File: src/hdl/thermal_monitor_pkg.sv
package thermal_monitor_pkg;

   // pointer codes of the readable registers
   localparam logic [7:0] PTR_LOCAL_TEMP = 8'h00;
   localparam logic [7:0] PTR_REMOTE2_TEMP = 8'h01;
   localparam logic [7:0] PTR_ALARM_FIRST = 8'h02;
   localparam logic [7:0] PTR_SETUP_READ = 8'h03;
   localparam logic [7:0] PTR_LOCAL_HIGH_READ = 8'h05;
   localparam logic [7:0] PTR_REMOTE2_HIGH_READ = 8'h07;
   localparam logic [7:0] PTR_REMOTE1_TEMP = 8'h30;
   localparam logic [7:0] PTR_REMOTE3_TEMP = 8'h31;
   localparam logic [7:0] PTR_ALARM_SECOND = 8'h35;
   localparam logic [7:0] PTR_REMOTE1_HIGH_READ = 8'h38;
   localparam logic [7:0] PTR_REMOTE3_HIGH_READ = 8'h3a;
   localparam logic [7:0] PTR_CRIT_READ = 8'h42;
   localparam logic [7:0] PTR_MAKER_ID = 8'hfe;
   localparam logic [7:0] PTR_DIE_REV = 8'hff;

   // pointer codes of the writable registers
   localparam logic [7:0] PTR_SETUP_WRITE = 8'h09;
   localparam logic [7:0] PTR_LOCAL_HIGH_WRITE = 8'h0b;
   localparam logic [7:0] PTR_REMOTE2_HIGH_WRITE = 8'h0d;
   localparam logic [7:0] PTR_REMOTE1_HIGH_WRITE = 8'h50;
   localparam logic [7:0] PTR_REMOTE3_HIGH_WRITE = 8'h52;
   localparam logic [7:0] PTR_CRIT_WRITE = 8'h5a;

   // reset values
   localparam logic [7:0] PTR_RESET = 8'h00;
   localparam logic [7:0] TEMP_RESET = 8'h00;
   localparam logic [7:0] LIMIT_RESET = 8'h7f;
   localparam logic [7:0] SETUP_RESET = 8'h00;

   // channel indices: 0 local, 1..3 remote diodes
   localparam int CH_LOCAL = 0;
   localparam int CH_REMOTE1 = 1;
   localparam int CH_REMOTE2 = 2;
   localparam int CH_REMOTE3 = 3;
   localparam int NUM_CH = 4;

   // setup register fields
   localparam int SETUP_INT_MASK = 7;
   localparam int SETUP_INT_INVERT = 1;
   localparam logic [7:0] SETUP_WRITABLE = 8'hbe;
   // critical mask bit position per channel: local, remote1, remote2, remote3
   localparam logic [2:0] CRIT_MASK_BIT [NUM_CH] = '{3'h2, 3'h5, 3'h4, 3'h3};

   // serial bit count of a byte
   localparam logic [3:0] BITS_PER_BYTE = 4'h8;

   // byte taken from the serial master
   typedef struct packed {
      logic valid;
      logic is_pointer;
      logic [7:0] data;
   } serial_write_t;

   // one converted sample set from the converter
   typedef struct packed {
      logic done;
      logic [NUM_CH-1:0] open;
      logic [NUM_CH-1:0][7:0] temp;
   } conversion_t;

endpackage : thermal_monitor_pkg

File: src/hdl/serial_slave.sv
`timescale 1ns/1ps
module serial_slave (
   // clock and reset
   input wire logic clk_i,
   input wire logic rst_b_i,
   // two-wire pins, already synchronised
   input wire logic scl_i,
   input wire logic sda_i,
   output logic sda_oe_o,
   // own address
   input wire logic [6:0] addr_i,
   // register side
   output thermal_monitor_pkg::serial_write_t wr_o,
   output logic rd_pulse_o,
   input wire logic [7:0] rd_data_i
);

   typedef enum logic [2:0] {IDLE, ADDR, ACK, WRITE, READ, RACK} state_t;

   state_t state;
   logic scl_d;
   logic sda_d;
   logic [3:0] bit_cnt;
   logic [7:0] shreg;
   logic [7:0] tx;
   logic is_read;
   logic have_ptr;
   logic rise;
   logic fall;
   logic start;
   logic stop;

   // edge history on already synchronised levels
   always_ff @(posedge clk_i) begin
      scl_d <= scl_i;
      sda_d <= sda_i;
   end

   // bus events; a start always restarts the frame at the address byte
   assign rise = scl_i & ~scl_d;
   assign fall = ~scl_i & scl_d;
   assign start = scl_i & scl_d & sda_d & ~sda_i;
   assign stop = scl_i & scl_d & ~sda_d & sda_i;

   // frame sequencer
   always_ff @(posedge clk_i) begin
      if (!rst_b_i) begin
         state <= IDLE;
         bit_cnt <= 4'h0;
         shreg <= 8'h00;
         tx <= 8'h00;
         is_read <= 1'b0;
         have_ptr <= 1'b0;
         sda_oe_o <= 1'b0;
         wr_o <= '0;
         rd_pulse_o <= 1'b0;
      end else begin
         wr_o.valid <= 1'b0;
         rd_pulse_o <= 1'b0;
         if (start) begin
            state <= ADDR;
            bit_cnt <= 4'h0;
            have_ptr <= 1'b0;
            sda_oe_o <= 1'b0;
         end else if (stop) begin
            state <= IDLE;
            sda_oe_o <= 1'b0;
         end else begin
            case (state)
               ADDR, WRITE: begin
                  if (rise && bit_cnt != thermal_monitor_pkg::BITS_PER_BYTE) begin
                     shreg <= {shreg[6:0], sda_i};
                     bit_cnt <= bit_cnt + 4'h1;
                  end else if (fall && bit_cnt == thermal_monitor_pkg::BITS_PER_BYTE) begin
                     bit_cnt <= 4'h0;
                     if (state == ADDR) begin
                        if (shreg[7:1] == addr_i) begin
                           is_read <= shreg[0];
                           sda_oe_o <= 1'b1;
                           state <= ACK;
                        end else begin
                           state <= IDLE;
                        end
                     end else begin
                        // first byte of a write is the pointer, the rest is data
                        wr_o.valid <= 1'b1;
                        wr_o.is_pointer <= ~have_ptr;
                        wr_o.data <= shreg;
                        have_ptr <= 1'b1;
                        sda_oe_o <= 1'b1;
                        state <= ACK;
                     end
                  end
               end
               ACK: begin
                  if (fall) begin
                     if (is_read) begin
                        // same register again on every byte: the pointer does not advance
                        tx <= rd_data_i;
                        rd_pulse_o <= 1'b1;
                        sda_oe_o <= ~rd_data_i[7];
                        bit_cnt <= 4'h1;
                        state <= READ;
                     end else begin
                        sda_oe_o <= 1'b0;
                        state <= WRITE;
                     end
                  end
               end
               READ: begin
                  if (fall) begin
                     if (bit_cnt == thermal_monitor_pkg::BITS_PER_BYTE) begin
                        sda_oe_o <= 1'b0;
                        state <= RACK;
                     end else begin
                        sda_oe_o <= ~tx[3'h7 - bit_cnt[2:0]];
                        bit_cnt <= bit_cnt + 4'h1;
                     end
                  end
               end
               RACK: begin
                  // master ack asks for another byte, nack ends the read
                  if (rise) begin
                     state <= sda_i ? IDLE : ACK;
                  end
               end
               default: begin
                  state <= IDLE;
                  sda_oe_o <= 1'b0;
               end
            endcase
         end
      end
   end

endmodule : serial_slave

File: src/hdl/thermal_monitor_regs.sv
`timescale 1ns/1ps
//
// Contract
// - pointer selects register for serial accesses
// - temperatures at 00h,01h,30h,31h, reset zero
// - temperatures eight-bit two's complement, MSB first
// - first status at 02h, resets zero
// - first status bit0: local critical alarm
// - first status bit1: remote2 critical alarm
// - first status bit2: remote2 disconnected
// - first status bit4: remote2 over high
// - first status bit6: local over high
// - first status bits 7,5,3 read zero
// - second status at 35h, resets zero
// - high limits read 05h,07h,38h,3Ah, reset 127
// - high limits written 0Bh,0Dh,50h,52h
// - critical limit read 42h, write 5Ah
// - maker id FEh, die revision FFh
// - setup read 03h, written 09h
// - read and write twins share storage
// - pointer resets zero, holds last value
// - status read clears open flags, and limit flags unless fault persists
//
module thermal_monitor_regs #(
   parameter logic [7:0] MAKER_ID = 8'h3c, // arbitrary value
   parameter logic [7:0] DIE_REV = 8'h07 // arbitrary value
) (
   // clock and reset
   input wire logic CORE_CLK_I,
   input wire logic RST_B_I,
   // two-wire management bus
   input wire logic SMB_CLK_I,
   input wire logic SMB_DATA_I,
   output logic SMB_DATA_O,
   output logic SMB_DATA_OE_O,
   input wire logic [6:0] SLAVE_ADDR_I,
   // converter results, same clock domain
   input wire thermal_monitor_pkg::conversion_t CONV_I,
   // open-drain alarm pins, high while pulling low
   output logic INT_PULL_LOW_O,
   output logic CRIT_PULL_LOW_O
);

   localparam int NCH = thermal_monitor_pkg::NUM_CH;

   // pin synchronisers
   logic scl_meta;
   logic scl_sync;
   logic sda_meta;
   logic sda_sync;
   logic [6:0] addr_meta;
   logic [6:0] addr_sync;

   // register storage
   logic [7:0] register_pointer;
   logic [7:0] temp_value [NCH];
   logic [7:0] high_limit [NCH];
   logic [7:0] critical_limit_value;
   logic [7:0] setup;

   // sticky flags per channel
   logic [NCH-1:0] crit_flag;
   logic [NCH-1:0] high_flag;
   logic [NCH-1:0] open_flag;
   logic [NCH-1:0] crit_now;
   logic [NCH-1:0] high_now;
   logic [NCH-1:0] crit_cause;
   logic [NCH-1:0] high_cause;
   logic [NCH-1:0] clear_sel;

   // serial engine hookup
   thermal_monitor_pkg::serial_write_t wr;
   logic rd_pulse;
   logic [7:0] rd_data;
   logic data_wr;
   logic read_first;
   logic read_second;
   logic [7:0] alarm_flags_first;
   logic [7:0] alarm_flags_second;

   // two flops on every pin; only the second flop is read by logic
   always_ff @(posedge CORE_CLK_I) begin
      scl_meta <= SMB_CLK_I;
      scl_sync <= scl_meta;
      sda_meta <= SMB_DATA_I;
      sda_sync <= sda_meta;
      addr_meta <= SLAVE_ADDR_I;
      addr_sync <= addr_meta;
   end

   // byte engine: address match, ack, shifting MSB first
   serial_slave u_serial (
      .clk_i(CORE_CLK_I),
      .rst_b_i(RST_B_I),
      .scl_i(scl_sync),
      .sda_i(sda_sync),
      .sda_oe_o(SMB_DATA_OE_O),
      .addr_i(addr_sync),
      .wr_o(wr),
      .rd_pulse_o(rd_pulse),
      .rd_data_i(rd_data)
   );

   // open drain: the data level driven is always low
   assign SMB_DATA_O = 1'b0;

   assign data_wr = wr.valid & ~wr.is_pointer;

   // pointer taken from the command byte only
   always_ff @(posedge CORE_CLK_I) begin
      if (!RST_B_I) begin
         register_pointer <= thermal_monitor_pkg::PTR_RESET;
      end else if (wr.valid && wr.is_pointer) begin
         register_pointer <= wr.data;
      end
   end

   // temperature samples are taken as delivered by the converter
   generate
      for (genvar ch = 0; ch < NCH; ch++) begin : g_temp
         always_ff @(posedge CORE_CLK_I) begin
            if (!RST_B_I) begin
               temp_value[ch] <= thermal_monitor_pkg::TEMP_RESET;
            end else if (CONV_I.done) begin
               temp_value[ch] <= CONV_I.temp[ch];
            end
         end
      end
   endgenerate

   // high limits: one store serves both read and write codes
   always_ff @(posedge CORE_CLK_I) begin
      if (!RST_B_I) begin
         for (int ch = 0; ch < NCH; ch++) begin
            high_limit[ch] <= thermal_monitor_pkg::LIMIT_RESET;
         end
      end else if (data_wr) begin
         case (register_pointer)
            thermal_monitor_pkg::PTR_LOCAL_HIGH_WRITE: begin
               high_limit[thermal_monitor_pkg::CH_LOCAL] <= wr.data;
            end
            thermal_monitor_pkg::PTR_REMOTE1_HIGH_WRITE: begin
               high_limit[thermal_monitor_pkg::CH_REMOTE1] <= wr.data;
            end
            thermal_monitor_pkg::PTR_REMOTE2_HIGH_WRITE: begin
               high_limit[thermal_monitor_pkg::CH_REMOTE2] <= wr.data;
            end
            thermal_monitor_pkg::PTR_REMOTE3_HIGH_WRITE: begin
               high_limit[thermal_monitor_pkg::CH_REMOTE3] <= wr.data;
            end
            default: begin
               // read-only and reserved codes leave storage alone
            end
         endcase
      end
   end

   // critical limit
   always_ff @(posedge CORE_CLK_I) begin
      if (!RST_B_I) begin
         critical_limit_value <= thermal_monitor_pkg::LIMIT_RESET;
      end else if (data_wr && register_pointer == thermal_monitor_pkg::PTR_CRIT_WRITE) begin
         critical_limit_value <= wr.data;
      end
   end

   // setup register; reserved bits 6 and 0 are never stored
   always_ff @(posedge CORE_CLK_I) begin
      if (!RST_B_I) begin
         setup <= thermal_monitor_pkg::SETUP_RESET;
      end else if (data_wr && register_pointer == thermal_monitor_pkg::PTR_SETUP_WRITE) begin
         setup <= wr.data & thermal_monitor_pkg::SETUP_WRITABLE;
      end
   end

   // live comparisons of stored samples against limits, signed
   generate
      for (genvar ch = 0; ch < NCH; ch++) begin : g_cmp
         assign crit_now[ch] = $signed(temp_value[ch]) > $signed(critical_limit_value);
         assign high_now[ch] = $signed(temp_value[ch]) > $signed(high_limit[ch]);
         // at completion the fresh sample is what counts
         assign crit_cause[ch] = $signed(CONV_I.temp[ch]) > $signed(critical_limit_value);
         assign high_cause[ch] = $signed(CONV_I.temp[ch]) > $signed(high_limit[ch]);
      end
   endgenerate

   // which status register a read just touched
   assign read_first = rd_pulse && register_pointer == thermal_monitor_pkg::PTR_ALARM_FIRST;
   assign read_second = rd_pulse && register_pointer == thermal_monitor_pkg::PTR_ALARM_SECOND;

   // channels shown in each status register
   assign clear_sel[thermal_monitor_pkg::CH_LOCAL] = read_first;
   assign clear_sel[thermal_monitor_pkg::CH_REMOTE2] = read_first;
   assign clear_sel[thermal_monitor_pkg::CH_REMOTE1] = read_second;
   assign clear_sel[thermal_monitor_pkg::CH_REMOTE3] = read_second;

   // sticky flags: set at conversion end, a read clears open flags and any limit flag that no longer faults;
   // a set landing in the read cycle wins so no event is lost
   generate
      for (genvar ch = 0; ch < NCH; ch++) begin : g_flag
         always_ff @(posedge CORE_CLK_I) begin
            if (!RST_B_I) begin
               crit_flag[ch] <= 1'b0;
               high_flag[ch] <= 1'b0;
               open_flag[ch] <= 1'b0;
            end else begin
               crit_flag[ch] <= (CONV_I.done & crit_cause[ch])
                  | (clear_sel[ch] ? crit_now[ch] : crit_flag[ch]);
               high_flag[ch] <= (CONV_I.done & high_cause[ch])
                  | (clear_sel[ch] ? high_now[ch] : high_flag[ch]);
               // the local channel has no diode to lose
               open_flag[ch] <= (ch != thermal_monitor_pkg::CH_LOCAL)
                  & ((CONV_I.done & CONV_I.open[ch]) | (~clear_sel[ch] & open_flag[ch]));
            end
         end
      end
   endgenerate

   // status packing; reserved positions are constant zero
   assign alarm_flags_first = {
      1'b0,
      high_flag[thermal_monitor_pkg::CH_LOCAL],
      1'b0,
      high_flag[thermal_monitor_pkg::CH_REMOTE2],
      1'b0,
      open_flag[thermal_monitor_pkg::CH_REMOTE2],
      crit_flag[thermal_monitor_pkg::CH_REMOTE2],
      crit_flag[thermal_monitor_pkg::CH_LOCAL]
   };
   assign alarm_flags_second = {
      high_flag[thermal_monitor_pkg::CH_REMOTE1],
      1'b0,
      open_flag[thermal_monitor_pkg::CH_REMOTE1],
      high_flag[thermal_monitor_pkg::CH_REMOTE3],
      1'b0,
      open_flag[thermal_monitor_pkg::CH_REMOTE3],
      crit_flag[thermal_monitor_pkg::CH_REMOTE3],
      crit_flag[thermal_monitor_pkg::CH_REMOTE1]
   };

   // read mux steered by the pointer; write-only and reserved codes read zero
   always_comb begin
      case (register_pointer)
         thermal_monitor_pkg::PTR_LOCAL_TEMP: rd_data = temp_value[thermal_monitor_pkg::CH_LOCAL];
         thermal_monitor_pkg::PTR_REMOTE2_TEMP: rd_data = temp_value[thermal_monitor_pkg::CH_REMOTE2];
         thermal_monitor_pkg::PTR_REMOTE1_TEMP: rd_data = temp_value[thermal_monitor_pkg::CH_REMOTE1];
         thermal_monitor_pkg::PTR_REMOTE3_TEMP: rd_data = temp_value[thermal_monitor_pkg::CH_REMOTE3];
         thermal_monitor_pkg::PTR_ALARM_FIRST: rd_data = alarm_flags_first;
         thermal_monitor_pkg::PTR_ALARM_SECOND: rd_data = alarm_flags_second;
         thermal_monitor_pkg::PTR_SETUP_READ: rd_data = setup;
         thermal_monitor_pkg::PTR_LOCAL_HIGH_READ: rd_data = high_limit[thermal_monitor_pkg::CH_LOCAL];
         thermal_monitor_pkg::PTR_REMOTE2_HIGH_READ: rd_data = high_limit[thermal_monitor_pkg::CH_REMOTE2];
         thermal_monitor_pkg::PTR_REMOTE1_HIGH_READ: rd_data = high_limit[thermal_monitor_pkg::CH_REMOTE1];
         thermal_monitor_pkg::PTR_REMOTE3_HIGH_READ: rd_data = high_limit[thermal_monitor_pkg::CH_REMOTE3];
         thermal_monitor_pkg::PTR_CRIT_READ: rd_data = critical_limit_value;
         thermal_monitor_pkg::PTR_MAKER_ID: rd_data = MAKER_ID;
         thermal_monitor_pkg::PTR_DIE_REV: rd_data = DIE_REV;
         default: rd_data = 8'h00;
      endcase
   end

   // alarm pins; a masked flag still shows in status but not on the pin
   always_ff @(posedge CORE_CLK_I) begin
      if (!RST_B_I) begin
         CRIT_PULL_LOW_O <= 1'b0;
         INT_PULL_LOW_O <= 1'b0;
      end else begin
         CRIT_PULL_LOW_O <= 1'b0;
         for (int ch = 0; ch < NCH; ch++) begin
            if (crit_flag[ch] && !setup[thermal_monitor_pkg::CRIT_MASK_BIT[ch]]) begin
               CRIT_PULL_LOW_O <= 1'b1;
            end
         end
         // inversion makes the idle state the pulled one
         INT_PULL_LOW_O <= ((|high_flag) & ~setup[thermal_monitor_pkg::SETUP_INT_MASK])
            ^ setup[thermal_monitor_pkg::SETUP_INT_INVERT];
      end
   end

endmodule : thermal_monitor_regs

File: config.mk
export PLATFORM = sky130hd
export DESIGN_NAME = thermal_monitor_regs
export DESIGN_NICKNAME = d
export VERILOG_FILES = /design/src/hdl/thermal_monitor_pkg.sv /design/src/hdl/serial_slave.sv /design/src/hdl/thermal_monitor_regs.sv
export SDC_FILE = /design/constraint.sdc
export NUM_CORES = 1
export LEC_CHECK = 0
export ABC_AREA = 1
export CAP_MARGIN = 40
export CORE_ASPECT_RATIO = 0.5
export CORE_MARGIN = 2
export CORE_UTILIZATION = 55
export DETAILED_ROUTE_END_ITERATION = 12
export DONT_BUFFER_PORTS = 1
export PLACE_DENSITY = 0.69
export SYNTH_ARGS = -nofsm -noshare
export SYNTH_HDL_FRONTEND = slang
export SYNTH_SLANG_ARGS = --single-unit
File: constraint.sdc
create_clock -name CORE_CLK_I -period 3.2 [get_ports CORE_CLK_I]
set_clock_uncertainty 0.1 [all_clocks]
set_input_delay 0.64 -clock CORE_CLK_I [delete_from_list [all_inputs] [get_ports CORE_CLK_I]]
set_output_delay 0.64 -clock CORE_CLK_I [all_outputs]
set_load 0.02 [all_outputs]
### Word level (Yosys, flattened, before mapping)

Memories as Yosys holds them, arrays and structs flattened.
Cells that the tools add are included.

| operators by class | value |
|---|---|
| $add $sub $neg | 2 |
| order comparisons | 17 |
| equal/unequal tests | 43 |
| muxes and demuxes | 74 |
| bitwise gates (word level) | 64 |
| reductions and logical operators | 32 |

Operator list:

| kind | count |
|---|---|
| $gt A8 B8 Y1 | 16 |
| $pmux W8 S14 | 1 |
| $mux W8 | 8 |
| $mux W1 | 44 |
| $eq A8 B6 Y1 const B | 5 |
| $eq A8 B7 Y1 const B | 4 |
| $eq A8 B4 Y1 const B | 3 |
| $mux W4 | 6 |
| $reduce_and A6 Y1 | 4 |
| $and A1 B1 Y1 | 23 |
| $mux W3 | 7 |
| $not A1 Y1 | 21 |
| $ne A4 B1 Y1 const B | 5 |
| $or A1 B1 Y1 | 19 |
| $eq A8 B2 Y1 const B | 2 |
| $eq A8 B3 Y1 const B | 2 |
| $eq A8 B8 Y1 const B | 2 |
| $reduce_and A7 Y1 | 2 |
| $ne A2 B1 Y1 const B | 6 |
| $pmux W3 S4 | 1 |
| $pmux W4 S3 | 1 |
| $logic_and A1 B1 Y1 | 11 |
| $mux W10 | 1 |
| $reduce_and A5 Y1 | 2 |
| other kinds (27) | 36 |

| word-level totals | value |
|---|---|
| bits in registers | 92 |
| RAM bits | 64 |
| input bits | 48 |
| output and inout port bits | 4 |
| word-level logic and storage cells | 270 |
| memories | 2 |

Memories:

| name | depth | bits a word | rd ports | clocked after memory_dff | wr ports | line | RTL |
|---|---|---|---|---|---|---|---|
| high_limit | 4 | 8 | 4 | 0 | 4 | thermal_monitor_regs.sv:57 | `logic [7:0] high_limit [NCH];` |
| temp_value | 4 | 8 | 4 | 0 | 4 | thermal_monitor_regs.sv:56 | `logic [7:0] temp_value [NCH];` |

### Depth between registers and ports, before layout

Gate-level depths: netlist of the first run.

| logic depth | value |
|---|---|
| depth in word-level cells | 8 |
| depth in mapped cells | 14 |

### Cells and area by module

A second synthesis of the first run with hierarchy kept.

| unflattened totals | value |
|---|---|
| cell total of the unflattened synthesis | 1,400 |
| area total of the unflattened synthesis | 10,261.1 um^2 |

By module, submodules not included:

| module | instances | cells an instance | area an instance (um^2) | sequential area each (um^2) |
|---|---|---|---|---|
| thermal_monitor_regs | 1 | 1,097 | 8,270.4 | 2,982.9 |
| serial_slave | 1 | 303 | 1,990.7 | 780.7 |

### Least setup slack after synthesis of the first run

Ideal clock, no wire load.

| timing path | value |
|---|---|
| path kind | input to register |
| start point | in RST_B_I |
| end point | mem temp_value[0][0] (enable) |
| setup time | 0.478 ns |
| arrival time | 1.758 ns |
| data required time | 2.622 ns |
| slack | 0.864 ns |
| stages | 3 |
| buffers on the path | 2 |
| cell sequence | clkbuf_1 > clkbuf_1 > nand2_1 |

RTL lines:

| what | line | RTL |
|---|---|---|
| start, declared | thermal_monitor_regs.sv:30 | `input wire logic RST_B_I,` |
| end, declared | thermal_monitor_regs.sv:56 |  |

==> run summary, run 1 <==
Required @ worst endpoint: 3.27 ns
minimum clock period: 2.27 ns
worst reg2reg setup slack: 0.93 ns
DP Wirelength: 21.6 mm
Yosys top cell by area: edfxtp_1
chip width: 193 um
number of global-route vias before repair: 8076
first-pass GRT wire length: 44.1 mm
period utilization: 0.710
TritonRoute pass-1 iters: 6
syn nets: 1440
Die Y-Extent: 98.6 um
Fin. Hold Viols: 0
Post-synth top cells: 278 x nand2_1, 180 x inv_1, 130 x ha_1
CP Capture Type: register
Via density: 5.70
Slew Limit Fails: 0
Max VDD drop: 0.000405 V
P per Cell Area: 465 nW/um2
core area: 17400 um2
Initial Util: 0.564
gr ovfl total: 0
total track usage: 0.313
initial antenna violation count: 0
Final setup viols: 0
Die Area: 19000 um2
cts hold-fix bufs: 0
cell chosen for the clock root: clkbuf_16
Synth top area share: 0.195
most common flop cell mapped by yosys: dfxtp_1
startpoint types: register
area of the multi-input gates: 5270 um2
slew of the pin with the lowest slew margin: 0.868 ns
register area share after synthesis: 0.383
CP arrival: 2.34 ns
status: finished clean
Setup TNS: 0 ns
global placer's final weighted congestion: 0.947
Area contributors post-synth: edfxtp_1 20%, dfxtp_1 19%, ha_1 17%, nand2_1 11%, inv_1 6.9%
Sink Count: 156
hold depth: 0
maxcap violations: 0
FFs w/ async S/R, synth: 0
Crit Path Max Fanout: 11
critical path class: register to register
count leader, synth: nand2_1
FMAX: 0.440 GHz
Synth Cell Area: 9840 um2
DP Worst Slack: 0.937 ns
vias: 8622
DRT iter0 DRCs: 757
worst setup margin: 0.929 ns
Reg area: 3760 um2
Yosys reg bits: 156
Resized Gates After CTS: 0
R2R depth: 6
WL/cell: 18.9 um
# IOs: 52
Max clock buf depth: 2
Leakage: 5.26 nW
RSZ-0062 raised after global routing: false
Yosys cell types: 51
Final Net Count: 1443
Worst-Skew Late Latency: 0.44 ns
fraction of layout cells with a size suffix above 1: 0.0618
Layout area overhead: 8.50%
Fill cells: 1605
I/O Buffers: 0
DRC errors left: 0
clk slew on worst S/H paths: 0.07 ns
Yosys warning count: 0
diodes inserted: 0
Hold Path Class: primary input to register
setup bufs post-CTS: 0
CTS tree: built
total length of routed wires: 28.7 mm
Post-synth EDFFs: 64
Antenna Nets Post-Route: 0
slew margin rel.: 0.421
H-tree depth: 4
Inserted Clock Buffers: 17
largest net degree at the start of global routing: 59
synthesized instance count: 1262
Syn Area/Cell: 7.80 um2
Row Count: 34
[registers in the layout (all words and copies together), names as in the netlist, 3 cells and up]
register and flops:
high_limit 32, temp_value 32, u_serial.wr_o 10, critical_limit_value 8, register_pointer 8, u_serial.shreg 8
u_serial.tx 8, addr_meta 7, addr_sync 7, alarm_flags_second 6, setup 6, alarm_flags_first 5
u_serial.bit_cnt 4, u_serial.state 3
[placed cells by master, fill, tap and decap left out, types with 3 or more instances in the layout]
cell | synthesis | layout
inv_8 | 0 | 5
nand3b_1 | 3 | 3
inv_2 | 10 | 10
nor2_4 | 6 | 6
nand2_1 | 278 | 278
a22oi_1 | 3 | 3
ha_1 | 130 | 130
clkbuf_16 | 0 | 18
a211oi_1 | 6 | 6
a21boi_0 | 6 | 6
dfxtp_1 | 92 | 92
edfxtp_1 | 64 | 64
nor3_1 | 35 | 35
a21oi_1 | 94 | 94
o22ai_1 | 10 | 10
o211ai_1 | 8 | 8
inv_1 | 180 | 180
nand4_1 | 15 | 15
buf_4 | 2 | 3
nand3_1 | 62 | 62
inv_6 | 0 | 3
nor2_1 | 120 | 120
o21ai_0 | 68 | 68
xnor2_1 | 7 | 7
nor2_2 | 11 | 11
[power breakdown]
| part | switching [mW] | total, mW | internal [mW] |
|---|---|---|---|
| clock | 0.981 | 2.09 | 1.11 |
| sequential | 0.114 | 2.28 | 2.16 |
| combinational | 0.377 | 0.591 | 0.215 |
| total | 1.47 | 4.96 | 3.49 |
[worst max-delay path: stages (launching register included)]
cell	delay, ns
dfxtp_1	0.33
inv_1	0.09
nand2_1	0.11
nor2_1	0.59
nand3_1	0.26
nor2_1	0.42
nand2_1	0.11
[worst paths after layout]
check                                                      end                             start
worst max register to register  high_limit[0][0]$_SDFFCE_PN1P_  register_pointer[7]$_SDFFE_PN0P_
worst min-delay path                      addr_meta[6]$_DFF_P_                   SLAVE_ADDR_I[6]
worst min register to register            addr_sync[1]$_DFF_P_              addr_meta[1]$_DFF_P_
worst max-delay path            high_limit[0][0]$_SDFFCE_PN1P_  register_pointer[7]$_SDFFE_PN0P_
[through the flow]
stage                util  power (mW)  area (um2)  instances  hold slack (ns)
floorplan               -        2.75        9840       1262            0.210
global placement    0.577        2.87       10100       1480            0.210
detailed placement  0.577        2.90       10100       1480            0.212
CTS                 0.612        4.96       10700       1512            0.113
global route        0.612        5.15       10700       1512            0.107
finish              0.612        4.96       10700       1512            0.125
[logic make-up (layout without fill, tap and decap cells)]
logic type               after synthesis  in the layout  synth area share
adder cells (fa/ha/maj)              130            130             0.165
other                                  1              1          0.000381
XOR/XNOR                               9              9           0.00801
AO/OA/AOI/OAI                        209            209             0.119
flip-flops                           156            156             0.383
AND/OR/NAND/NOR                      546            546             0.243
buffers and inverters                211            227            0.0820
[area by class of cell]
class | instances | area share
timing repair buffer | 3 | 0.00211
clock inverter | 13 | 0.0130
sequential | 156 | 0.353
clock buffer | 19 | 0.0435
tap | 234 | 0.0274
multi-input combinational | 895 | 0.493
inverter | 192 | 0.0679
[layer usage]
metal	routed length, um	global-route usage	vias to the layer above	part of all wire
met1	12300	0.425	3927	0.43
li1	-	-	4206	-
met4	911	0.122	0	0.032
met5	0	0	-	0
met2	12000	0.471	419	0.42
met3	3370	0.0922	70	0.12
No activity file was read; power rests on OpenSTA's default activity.
==> run 2: changes to the inputs <==
==> constraint.sdc (replaced) <==
create_clock -name CORE_CLK_I -period 2.3 [get_ports CORE_CLK_I]
set_clock_uncertainty 0.1 [all_clocks]
set_input_delay 0.46 -clock CORE_CLK_I [delete_from_list [all_inputs] [get_ports CORE_CLK_I]]
set_output_delay 0.46 -clock CORE_CLK_I [all_outputs]
set_load 0.02 [all_outputs]
==> run summary, run 2 (synthesis results as in run 1) <==
status: finished clean
Top delay family on crit path: simple AND/OR/NAND/NOR gates
Max clock buf depth: 2
Leakage: 5.36 nW
gr ovfl total: 0
minimum clock period: 2.09 ns
CP max-delay cell: dfxtp_1
largest net degree at the start of global routing: 59
cell chain of the critical path: nand2_1, nor2_1, nand2_1, o22ai_1, nor2_1, nand3b_1, nand2_1, a21oi_1
CP Capture Type: register
CP startpoint: register_pointer[1]$_SDFFE_PN0P_
CP Buf/Inv Count: 0
H-tree depth: 4
met3 WL: 2.98 mm
M1 WL: 13.0 mm
P per Cell Area: 633 nW/um2
fraction of layout cells with a size suffix above 1: 0.0701
Max VDD drop: 0.000591 V
period utilization: 0.907
total power: 6.86 mW
CP arrival: 2.36 ns
Sink Count: 156
R2R depth: 8
setup bufs post-CTS: 0
Fin. Hold Viols: 0
commonest non-fill, non-tap cell in the layout: nand2_1
Required @ worst endpoint: 2.57 ns
first-pass GRT wire length: 44.5 mm
FMAX: 0.479 GHz
Reg-to-Reg Start: register_pointer[1]$_SDFFE_PN0P_
I/O Buffers: 0
Via density: 5.68
Layout area overhead: 10.3%
Die Area: 19000 um2
Worst-Skew Late Latency: 0.44 ns
startpoint types: register
DRC errors left: 0
critical path class: register to register
Placed Cells: 1492
Hold Path Class: primary input to register
worst reg2reg setup slack: 0.21 ns
RSZ-0062 raised after global routing: false
TritonRoute pass-1 iters: 5
slew margin rel.: 0.570
total length of routed wires: 28.5 mm
most used cell, CP: nand2_1
post-route core utilization: 0.622
number of global-route vias before repair: 8292
DR top layer: met4
Row Count: 34
cell chosen for the clock root: clkbuf_16
Max stage delay on crit path: 0.43 ns
clk slew on worst S/H paths: 0.08 ns
Worst R2R End: u_serial.tx[6]$_SDFFE_PN0P_
Final setup viols: 0
Crit Path Max Fanout: 6
maxcap violations: 0
Inserted Clock Buffers: 17
WL/cell: 18.6 um
Final Net Count: 1464
global placer's final weighted congestion: 0.948
Die Y-Extent: 98.6 um
Slew Limit Fails: 0
vias: 8710
DRT iter0 DRCs: 831
total track usage: 0.314
final hold slack: 0.0193 ns
most frequent cells in the layout: 278 x nand2_1, 180 x inv_1, 130 x ha_1
DP Wirelength: 21.9 mm
slew of the pin with the lowest slew margin: 0.644 ns
Setup TNS: 0 ns
Antenna Nets Post-Route: 0
diodes inserted: 0
leading registers by flop count: high_limit (32), temp_value (32), u_serial.wr_o (10)
hold depth: 1
Final Non-Filler Cells: 1533
Fill cells: 1554
wire length on met2: 11.6 mm
initial antenna violation count: 1
core area: 17400 um2
Worst Hold Path EP: critical_limit_value[4]$_SDFFE_PN1P_
chip width: 193 um
CTS tree: built
Hold Crit Start: RST_B_I
Initial Util: 0.564
# IOs: 52
## run 2: worst max path at each step
stage                                                  to  slack, ns  cells past startpoint
after floorplan            temp_value[0][0]$_SDFFCE_PN0P_       0.14                      3
after global placement    alarm_flags_first[0]$_SDFF_PN0_       0.35                     10
after detailed placement  alarm_flags_first[0]$_SDFF_PN0_       0.36                     10
after CTS                  high_limit[0][1]$_SDFFCE_PN1P_       0.32                      7
after global routing          u_serial.tx[6]$_SDFFE_PN0P_       0.09                      9
final                         u_serial.tx[6]$_SDFFE_PN0P_       0.21                      8
## run 2: metrics by stage
stage	cell area, um2	setup WS, ns
2_1_floorplan	9840	0.144
3_3_place_gp	10200	0.349
3_5_place_dp	10200	0.356
4_1_cts	10800	0.317
5_1_grt	10800	0.0856
6_report	10800	0.213
## run 2: layer usage
layer	track usage	vias to the layer above
li1	-	4244
met2	0.465	353
met5	0	-
met1	0.443	4055
met4	0.115	0
met3	0.0776	58
## run 2: final cells by class
| cell class | count | area, um2 | share of cell area |
|---|---|---|---|
| clock buffers | 18 | 450 | 0.0415 |
| well taps | 234 | 293 | 0.0270 |
| flip-flops and latches | 156 | 3760 | 0.347 |
| inverters | 192 | 724 | 0.0668 |
| clock inverters | 14 | 145 | 0.0134 |
| multi-input cells | 895 | 5270 | 0.486 |
| repair buffers | 24 | 203 | 0.0187 |
## run 2: power by group
part           leakage [nW]  internal [mW]  total (mW)  switching [mW]
Sequential             1.33           3.01        3.18           0.166
Clock                 0.297           1.51        2.86            1.34
Combinational          3.73          0.313       0.831           0.518
## run 2: repair_timing
item | 4_1_cts | 5_1_grt
hold buffers | 9 | 0
hold endpoints to repair | 9 | 0
endpoints found under the setup margin | 0 | 0
resized for setup | 0 | 0
